[config.mk]
export PLATFORM = sky130hd
export DESIGN_NAME = mrp_result_register
export DESIGN_NICKNAME = d
export VERILOG_FILES = /design/src/design/mrp_pkg.sv /design/src/design/mrp_result_register.sv
export SDC_FILE = /design/constraint.sdc
export NUM_CORES = 1
export LEC_CHECK = 0
export ABC_AREA = 1
export BUFFER_PORTS_ARGS = -buffer_cell sky130_fd_sc_hd__buf_4
export CAP_MARGIN = 10
export CORE_UTILIZATION = 32
export DETAILED_ROUTE_END_ITERATION = 8
export SYNTH_ARGS = -nofsm -noshare
export SYNTH_HDL_FRONTEND = slang
export SYNTH_SLANG_ARGS = --single-unit
export TNS_END_PERCENT = 50
[constraint.sdc]
create_clock -name clk -period 25.5 [get_ports clk]
set_clock_uncertainty 0.15 [all_clocks]
set_input_delay 1.275 -clock clk [delete_from_list [all_inputs] [get_ports clk]]
set_output_delay 1.275 -clock clk [all_outputs]
set_load 0.03 [all_outputs]
[src/design/mrp_pkg.sv]
package mrp_pkg;

    // ************************************************
    // widths and field positions
    // ************************************************
    localparam int unsigned LOW_W      = 16;
    localparam int unsigned UP_W       = 16;
    localparam int unsigned GUARD_W    = 3;
    localparam int unsigned ACC_W      = 35;
    localparam int unsigned OPND_W     = 16;
    localparam int unsigned PROD_W     = 32;
    localparam int unsigned LOW_LSB    = 0;
    localparam int unsigned UP_LSB     = 16;
    localparam int unsigned GUARD_LSB  = 32;
    localparam int unsigned SIGN_BIT   = 34;
    localparam int unsigned OPND_SIGN  = 15;
    localparam int unsigned RND_POS    = 15;

    // operand and accumulate controls, already registered by the operand stage
    typedef struct packed {
        logic [OPND_W-1:0] a_opnd;
        logic [OPND_W-1:0] b_opnd;
        logic              signed_operands;
        logic              sum_feedback_enable;
        logic              difference_enable;
        logic              round_enable;
    } mrp_ctrl_type;

    // one bit per section: guard, upper, lower
    typedef struct packed {
        logic guard;
        logic upper;
        logic lower;
    } mrp_sect_type;

endpackage

[src/design/mrp_result_register.sv]
`timescale 1ns/1ps

// How it works
// - three sections; lower and upper 16 bits
// - lower pins shared with second operand
// - enable low, no preload: drive section
// - enable high, no preload: pins released
// - preload loads sections whose enable high
// - preload captured on rising clock edge
// - preload releases all pins always
// - signed operands: bit 15 negative weight
// - unsigned operands: bit 15 positive weight
// - accumulate adds product to register
// - difference stores product minus register
// - no accumulate: product loaded directly
// - 35-bit precision with sign extension
module mrp_result_register
    import mrp_pkg::*;
(
    input  wire logic                clk,
    input  wire logic                rst,
    input  wire mrp_ctrl_type        ctrl,
    input  wire logic                load_from_pins,
    input  wire logic                guard_drive_enable_n,
    input  wire logic                upper_drive_enable_n,
    input  wire logic                lower_drive_enable_n,
    input  wire logic [LOW_W-1:0]    lower_result_pins_i,
    input  wire logic [UP_W-1:0]     upper_result_pins_i,
    input  wire logic [GUARD_W-1:0]  guard_result_pins_i,
    output logic      [LOW_W-1:0]    lower_result_pins_o,
    output logic      [UP_W-1:0]     upper_result_pins_o,
    output logic      [GUARD_W-1:0]  guard_result_pins_o,
    output logic                     lower_result_pins_oe_n,
    output logic                     upper_result_pins_oe_n,
    output logic                     guard_result_pins_oe_n,
    output logic      [OPND_W-1:0]   second_operand_pins,
    output logic      [ACC_W-1:0]    result_q
);

    // ************************************************
    // pin synchronisers
    // ************************************************
    // pins come from the board, so two flops before the register logic reads them; the pin drive enables use them raw
    logic [ACC_W-1:0] pins_m_q;
    logic [ACC_W-1:0] pins_s_q;
    logic [2:0]       ctl_m_q;
    logic [2:0]       ctl_s_q;
    logic             load_from_pins_m_q;
    logic             load_from_pins_s_q;

    always_ff @(posedge clk) begin
        pins_m_q <= {guard_result_pins_i, upper_result_pins_i, lower_result_pins_i};
        pins_s_q <= pins_m_q;
        ctl_m_q  <= {guard_drive_enable_n, upper_drive_enable_n, lower_drive_enable_n};
        ctl_s_q  <= ctl_m_q;
        load_from_pins_m_q <= load_from_pins;
        load_from_pins_s_q <= load_from_pins_m_q;
    end

    // ************************************************
    // product and accumulate datapath
    // ************************************************
    wire logic               sgn = ctrl.signed_operands;
    wire logic [OPND_W:0]    a_ext = {sgn & ctrl.a_opnd[OPND_SIGN], ctrl.a_opnd};
    wire logic [OPND_W:0]    b_ext = {sgn & ctrl.b_opnd[OPND_SIGN], ctrl.b_opnd};
    wire logic signed [2*OPND_W+1:0] prod_full = $signed(a_ext) * $signed(b_ext);
    wire logic [ACC_W-1:0]   rnd_val = ACC_W'(ctrl.round_enable) << RND_POS;
    // sign extend only in signed mode; unsigned product is zero-filled
    wire logic [ACC_W-1:0]   prod_ext = {{(ACC_W-PROD_W){sgn & prod_full[PROD_W-1]}},
                                         prod_full[PROD_W-1:0]} + rnd_val;
    wire logic [ACC_W-1:0]   sum_val  = prod_ext + result_q;
    wire logic [ACC_W-1:0]   diff_val = prod_ext - result_q;
    wire logic [ACC_W-1:0]   mac_val  = !ctrl.sum_feedback_enable ? prod_ext :
                                        ctrl.difference_enable ? diff_val : sum_val;

    // ************************************************
    // section load select
    // ************************************************
    wire mrp_sect_type       sel = ctl_s_q;
    wire logic [ACC_W-1:0]   pre_mask = {{GUARD_W{sel.guard}}, {UP_W{sel.upper}},
                                         {LOW_W{sel.lower}}};
    // preloading replaces only the enabled sections; others keep their contents
    logic [ACC_W-1:0]        result_d;
    assign result_d = load_from_pins_s_q ? ((pins_s_q & pre_mask) | (result_q & ~pre_mask))
                               : mac_val;

    // no documented reset for the result register; rst only disables the checks
    always_ff @(posedge clk) begin
        result_q <= result_d;
    end

    // ************************************************
    // pin drive
    // ************************************************
    assign lower_result_pins_o    = result_q[LOW_LSB +: LOW_W];
    assign upper_result_pins_o    = result_q[UP_LSB +: UP_W];
    assign guard_result_pins_o    = result_q[GUARD_LSB +: GUARD_W];
    // enables read the raw pins: the drive must follow them combinationally
    assign lower_result_pins_oe_n = load_from_pins | lower_drive_enable_n;
    assign upper_result_pins_oe_n = load_from_pins | upper_drive_enable_n;
    assign guard_result_pins_oe_n = load_from_pins | guard_drive_enable_n;
    assign second_operand_pins    = pins_s_q[LOW_LSB +: LOW_W];

    // ************************************************
    // checks
    // ************************************************
    preload_keep_a: assert property (@(posedge clk) disable iff (rst)
        load_from_pins_s_q && !ctl_s_q[2]
        |=> result_q[SIGN_BIT -: GUARD_W] == $past(result_q[SIGN_BIT -: GUARD_W]))
        else $error("disabled guard section changed on preload");
    preload_take_a: assert property (@(posedge clk) disable iff (rst)
        load_from_pins_s_q && ctl_s_q[0] |=> result_q[LOW_W-1:0] == $past(pins_s_q[LOW_W-1:0]))
        else $error("lower section missed preload");
    pins_release_a: assert property (@(posedge clk) disable iff (rst)
        load_from_pins |-> lower_result_pins_oe_n && upper_result_pins_oe_n
                           && guard_result_pins_oe_n)
        else $error("pins driven during preload");
    lower_drive_a: assert property (@(posedge clk) disable iff (rst)
        !load_from_pins && !lower_drive_enable_n |-> !lower_result_pins_oe_n
                           && lower_result_pins_o == result_q[LOW_W-1:0])
        else $error("lower section not driven");
    load_direct_a: assert property (@(posedge clk) disable iff (rst)
        !load_from_pins_s_q && !ctrl.sum_feedback_enable |=> result_q == $past(prod_ext))
        else $error("product not loaded directly");
    acc_add_a: assert property (@(posedge clk) disable iff (rst)
        !load_from_pins_s_q && ctrl.sum_feedback_enable && !ctrl.difference_enable
        |=> result_q == ACC_W'($past(prod_ext) + $past(result_q)))
        else $error("accumulate sum wrong");
    acc_sub_a: assert property (@(posedge clk) disable iff (rst)
        !load_from_pins_s_q && ctrl.sum_feedback_enable && ctrl.difference_enable
        |=> result_q == ACC_W'($past(prod_ext) - $past(result_q)))
        else $error("difference wrong");
    unsigned_ext_a: assert property (@(posedge clk) disable iff (rst)
        !ctrl.signed_operands |-> prod_full[2*OPND_W+1:PROD_W] == 2'h0)
        else $error("unsigned product has sign bits");
    signed_ext_a: assert property (@(posedge clk) disable iff (rst)
        ctrl.signed_operands && !ctrl.round_enable |-> prod_ext[SIGN_BIT] == prod_ext[PROD_W-1])
        else $error("sign not extended to top bit");

    // ************************************************
    // section and format checks
    // ************************************************

    upper_drive_a: assert property (@(posedge clk) disable iff (rst)
        !load_from_pins && !upper_drive_enable_n |-> !upper_result_pins_oe_n
                           && upper_result_pins_o == result_q[UP_LSB +: UP_W])
        else $error("upper section not driven");

    guard_drive_a: assert property (@(posedge clk) disable iff (rst)
        !load_from_pins && !guard_drive_enable_n |-> !guard_result_pins_oe_n
                           && guard_result_pins_o == result_q[GUARD_LSB +: GUARD_W])
        else $error("guard section not driven");

    lower_release_a: assert property (@(posedge clk) disable iff (rst)
        !load_from_pins && lower_drive_enable_n |-> lower_result_pins_oe_n)
        else $error("lower pins driven while disabled");

    upper_release_a: assert property (@(posedge clk) disable iff (rst)
        !load_from_pins && upper_drive_enable_n |-> upper_result_pins_oe_n)
        else $error("upper pins driven while disabled");

    guard_release_a: assert property (@(posedge clk) disable iff (rst)
        !load_from_pins && guard_drive_enable_n |-> guard_result_pins_oe_n)
        else $error("guard pins driven while disabled");

    upper_take_a: assert property (@(posedge clk) disable iff (rst)
        load_from_pins_s_q && ctl_s_q[1] |=> result_q[UP_LSB +: UP_W] == $past(pins_s_q[UP_LSB +: UP_W]))
        else $error("upper section missed preload");

    guard_take_a: assert property (@(posedge clk) disable iff (rst)
        load_from_pins_s_q && ctl_s_q[2]
        |=> result_q[GUARD_LSB +: GUARD_W] == $past(pins_s_q[GUARD_LSB +: GUARD_W]))
        else $error("guard section missed preload");

    lower_keep_a: assert property (@(posedge clk) disable iff (rst)
        load_from_pins_s_q && !ctl_s_q[0] |=> result_q[LOW_LSB +: LOW_W] == $past(result_q[LOW_LSB +: LOW_W]))
        else $error("disabled lower section changed on preload");

    upper_keep_a: assert property (@(posedge clk) disable iff (rst)
        load_from_pins_s_q && !ctl_s_q[1] |=> result_q[UP_LSB +: UP_W] == $past(result_q[UP_LSB +: UP_W]))
        else $error("disabled upper section changed on preload");

    opnd_delay_a: assert property (@(posedge clk) disable iff (rst)
        second_operand_pins == $past(lower_result_pins_i, 2))
        else $error("operand path does not follow lower pins");

    preload_delay_a: assert property (@(posedge clk) disable iff (rst)
        load_from_pins_s_q == $past(load_from_pins, 2))
        else $error("preload control not synchronised");

    enable_delay_a: assert property (@(posedge clk) disable iff (rst)
        ctl_s_q[0] == $past(lower_drive_enable_n, 2))
        else $error("lower enable not synchronised");

    pins_delay_a: assert property (@(posedge clk) disable iff (rst)
        pins_s_q[GUARD_LSB +: GUARD_W] == $past(guard_result_pins_i, 2))
        else $error("guard pins not synchronised");

    preload_all_a: assert property (@(posedge clk) disable iff (rst)
        load_from_pins_s_q && ctl_s_q == 3'h7 |=> result_q == $past(pins_s_q))
        else $error("full preload overridden by accumulate");

    preload_none_a: assert property (@(posedge clk) disable iff (rst)
        load_from_pins_s_q && ctl_s_q == 3'h0 |=> result_q == $past(result_q))
        else $error("register changed with no section selected");

    signed_fill_a: assert property (@(posedge clk) disable iff (rst)
        ctrl.signed_operands && !ctrl.round_enable
        |-> prod_ext[SIGN_BIT -: GUARD_W] == {GUARD_W{prod_full[PROD_W-1]}})
        else $error("signed product not sign extended");

    unsigned_fill_a: assert property (@(posedge clk) disable iff (rst)
        !ctrl.signed_operands && !ctrl.round_enable |-> prod_ext[SIGN_BIT -: GUARD_W] == 3'h0)
        else $error("unsigned product not zero filled");

    signed_neg_a: assert property (@(posedge clk) disable iff (rst)
        ctrl.signed_operands && ctrl.a_opnd[OPND_SIGN] && !ctrl.b_opnd[OPND_SIGN]
        && ctrl.b_opnd != 16'h0 && !ctrl.round_enable |-> prod_ext[SIGN_BIT])
        else $error("negative operand lost its sign");

    unsigned_big_a: assert property (@(posedge clk) disable iff (rst)
        !ctrl.signed_operands && ctrl.a_opnd[OPND_SIGN] && ctrl.b_opnd != 16'h0
        |-> prod_ext[ACC_W-1:RND_POS] != 20'h0)
        else $error("unsigned top bit lost its weight");

    signed_pos_a: assert property (@(posedge clk) disable iff (rst)
        ctrl.signed_operands && !ctrl.a_opnd[OPND_SIGN] && !ctrl.b_opnd[OPND_SIGN]
        && !ctrl.round_enable |-> !prod_ext[SIGN_BIT])
        else $error("positive product shows sign");

endmodule

# Word-level counts from Yosys, hierarchy flattened
# Index checks and enable logic that the tools add are counted.
[totals]
register_bits = 113
input_bits = 77
output_inout_bits = 89
word_cells = 24
[op_classes]
n_addsub = 3
n_mul = 1
muxes = 3
n_bitwise = 10
[ops]
columns = ["cell", "count"]
rows = [
  ["$mux 35", 3],
  ["$and 35x35->35", 2],
  ["$add 35x35->35", 1],
  ["$not 35->35", 1],
  ["$or 35x35->35", 1],
  ["$sub 35x35->35", 1],
  ["$add 33x17->34", 1],
  ["$mul 17x17->32", 1],
  ["$and 1x1->1", 3],
  ["$or 1x1->1", 3],
]

# Longest topological paths before layout
[depth]
word_depth = 8
mapped_depth = 51
mapped_depth_nobuf = 50

# Worst setup path after synthesis
# No wires, ideal clock.
[synth_timing]
path_kind = "in2reg"
start = "in ctrl[30] in the netlist's numbering"
end = "reg (tool-made name)"
setup_time_ps = 257
arrival_time_ps = 8440
required_ps = 25093
setup_slack_ps = 16653
path_stages = 35
path_buffers = 2
path_cell_list = "clkbuf_1 -> clkbuf_1 -> nand2_1 -> fa_1 -> fa_1 -> fa_1 -> fa_1 -> inv_1 -> fa_1 -> inv_1 -> fa_1 -> inv_1 -> ha_1 -> nand2_2 -> nor2_1 -> nand2_1 -> nand2_1 -> xor2_1 -> ha_1 -> ha_1 -> nand3_4 -> nor3_1 -> xor2_1 -> inv_1 -> ha_1 -> nand2_1 -> nor4_1 -> nand3_1 -> nand3_1 -> nand2_1 -> o211ai_1 -> a21oi_1 -> xnor2_1 -> o21ai_0 -> o21ai_1"
[synth_lines]
columns = ["element", "line", "source"]
rows = [
  ["start: declaration", "mrp_result_register.sv:22", "input wire mrp_ctrl_type ctrl,"],
]

==> tab_implementation.tex <==
\begin{tabular}{lr}
\hline
Metric & Value \\
\hline
\multicolumn{2}{l}{\textbf{Status}} \\
Status & finished clean \\
\multicolumn{2}{l}{\textbf{Setup path}} \\
Worst reg-to-reg path cell count & 29 \\
CP Data Required Time & 25520 ps \\
WP data arrival & around 9500 ps \\
Critical path class & primary input to flop \\
Cell at the slowest stage of the critical path & fa\_1 \\
Critical Path Sink Type & flop \\
Crit start category & primary input \\
Maximum fanout count along the critical path & 13 \\
Stage delay of the slowest cell on the critical path & 780 ps \\
Critical Path Most Common Cell & nand2\_1 \\
\multicolumn{2}{l}{\textbf{GRT}} \\
Overflow after GRT & 0 \\
Number of global-route vias before repair & 15400 \\
Total global-route track usage & 0.168 \\
Maximum number of pins on one net before global-route repair & 42 \\
Antenna violations before repair & 0 \\
First-pass GRT wire length & between 70 and 80 mm \\
\multicolumn{2}{l}{\textbf{Clock tree}} \\
H-tree lvl count & 4 \\
Number of buffers created by CTS & 17 \\
Clock root cell & clkbuf\_16 \\
Maximum number of buffers from clock root to sink & 2 \\
Number of buffers inserted to repair setup after CTS & 0 \\
Gates resized, CTS repair & 0 \\
\# clock sinks & 113 \\
Clock edge transition at the registers on the reported setup and hold paths & 60 ps \\
Hold buffer count at cts & 0 \\
Clock tree from TritonCTS & done \\
Clock Latency Late Sink & between 400 and 500 ps \\
\multicolumn{2}{l}{\textbf{Final layout}} \\
Nets & around 3000 \\
Share of final-layout standard cells stronger than drive strength 1 & 0.110 \\
Antenna diodes & 0 \\
Final design instance area without fill & 20600 µm² \\
Final core utilization & 0.362 \\
Number of fillers in the final layout & 6057 \\
Layout Area Growth over Synthesis & 11.0\% \\
\multicolumn{2}{l}{\textbf{Synth}} \\
Cell count after synthesis & 2479 \\
Post-synth ARST share & 0 \\
Top cells by area, synth & fa\_1 31\%, inv\_1 13\%, nand2\_1 12\%, dfxtp\_1 8.4\%, ha\_1 8.0\% \\
Leading area contributor after synthesis & fa\_1 \\
Warnings from Yosys & 0 \\
Post-synthesis net count & 2957 \\
Post-Synthesis Mean Instance Area & 7.48 µm² \\
Number of synthesized flops with an enable pin & 35 \\
Synthesis-stage register bit count & 113 \\
Ys flop type & dfxtp\_1 \\
Cell area after synthesis & 18500 µm² \\
Proportion of netlist area held by the largest area contributor & 0.306 \\
Post-synthesis cell type count & 50 \\
Sequential-to-total area share from yosys stat & 0.141 \\
\multicolumn{2}{l}{\textbf{Routing}} \\
Via density per instance & 4.48 \\
Antenna Violating Nets Remaining & 0 \\
Total length of routed wires & 47.2 mm \\
DR DRC count & 0 \\
First-pass iteration count of the detailed router & 5 \\
Count of vias placed by the detailed router & 14800 \\
Final routed wire length divided by cell count & 14.3 µm \\
DRT iter0 DRCs & roughly 850 \\
\multicolumn{2}{l}{\textbf{Run}} \\
Max Cap Violations & 0 \\
\multicolumn{2}{l}{\textbf{Timing}} \\
Unrepaired setup endpoints after global routing & false \\
Share of the clock period used by the worst path after layout & 0.373 \\
Number of hold violations in the final report & 0 \\
Rel. slew slack & 0.295 \\
Min cycle time layout & approximately 9500 ps \\
Aggregate negative setup slack & 0 ps \\
Number of failing setup endpoints in the final timing report & 0 \\
Achievable clock frequency & 0.105 GHz \\
Pin slew with the least headroom to its limit & $\sim$1100 ps \\
Number of max-slew violations in the final report & 0 \\
Final hold slack & 170 ps \\
\multicolumn{2}{l}{\textbf{Floorplan}} \\
Die H & 243 µm \\
Placeable core area & about 57000 µm² \\
Initial Utilization & 0.326 \\
Die area & 58900 µm² \\
Row count & 87 \\
Ports & about 170 \\
Die extent in x & 243 µm \\
\multicolumn{2}{l}{\textbf{Placement}} \\
Placer Congestion & 0.912 \\
Quantity of I/O buffers inserted on ports & roughly 160 \\
Placement Cell Area & roughly 20000 µm² \\
HPWL after DPL & $\sim$39 mm \\
\multicolumn{2}{l}{\textbf{Hold path}} \\
Path class of the lowest-slack min-delay path & flop to flop \\
Number of cells traversed by the worst hold path & 0 \\
\hline
\end{tabular}
[cell usage in the layout (no fill, tap or decap), types with 69 or more instances in the layout]
cell / n
fa_1: 283
ha_1: 118
a21oi_1: 79
inv_1: 619
o21ai_0: 69
nor2_1: 121
nand2_1: 614
buf_4: 167
nand3_1: 72
dfxtp_1: 78
[worst max-delay path, delay by kind of cell]
kind	cells	cell delay, ps
and+or+nand+nor	25	2710
AOI/OAI and AO/OA	1	130
adders and majority gates	8	4120
buffers and inverters	7	1060
xor gates and xnor gates	1	190
[kinds of logic (layout without fill, tap and decap cells)]
family / count (synthesis) / in the layout / share of synthesized area
and+or+nand+nor: 916 / 916 / 0.209
buffers and inverters: 773 / 836 / 0.167
adders and majority gates: 401 / 401 / 0.385
AOI/OAI and AO/OA: 193 / 193 / 0.0570
DFF: 113 / 113 / 0.141
xor gates and xnor gates: 83 / 83 / 0.0406
[cell usage after synthesis, types with 51 or more instances]
master    instances
dfxtp_1          78
buf_4            51
nand2_1         614
nand3_1          72
clkbuf_1         80
fa_1            283
a21oi_1          79
o21ai_0          69
ha_1            118
nor2_1          121
inv_1           619
xor2_1           64
[layer usage]
metal	GRT usage	vias up	part of all wire
li1	-	7359	-
met2	0.299	250	0.50
met3	0.0170	32	0.034
met5	0	-	0
met1	0.222	7132	0.45
met4	0.0303	0	0.011
[per-stage QoR]
stage	setup slack [ps]	cells
floorplan	16650	2479
global placement	15660	3266
detailed placement	15600	3266
CTS	16010	3298
global route	15290	3298
finish	16000	3298
[final cells by class]
type	count	area, µm²	area share
inverters	637	2390	0.116
repair buffers	167	1250	0.0609
clock inverters	13	93.8	0.00456
clock buffers	19	443	0.0215
flip-flops and latches	113	2610	0.127
well taps	756	946	0.0460
multi-input cells	1593	12800	0.624
[worst paths after layout]
check	startpoint	endpoint	slack, ps
worst max-delay path	ctrl[3]	flop	16000
worst min-delay path	pins_m_q[7]	pins_s_q[7]	170
worst max register to register	flop	flop	20380
worst min register to register	pins_m_q[7]	pins_s_q[7]	170
Power is left out: the tool's default activity adds up to more than one toggle a clock period on the data nets, which glitch-free logic cannot reach.
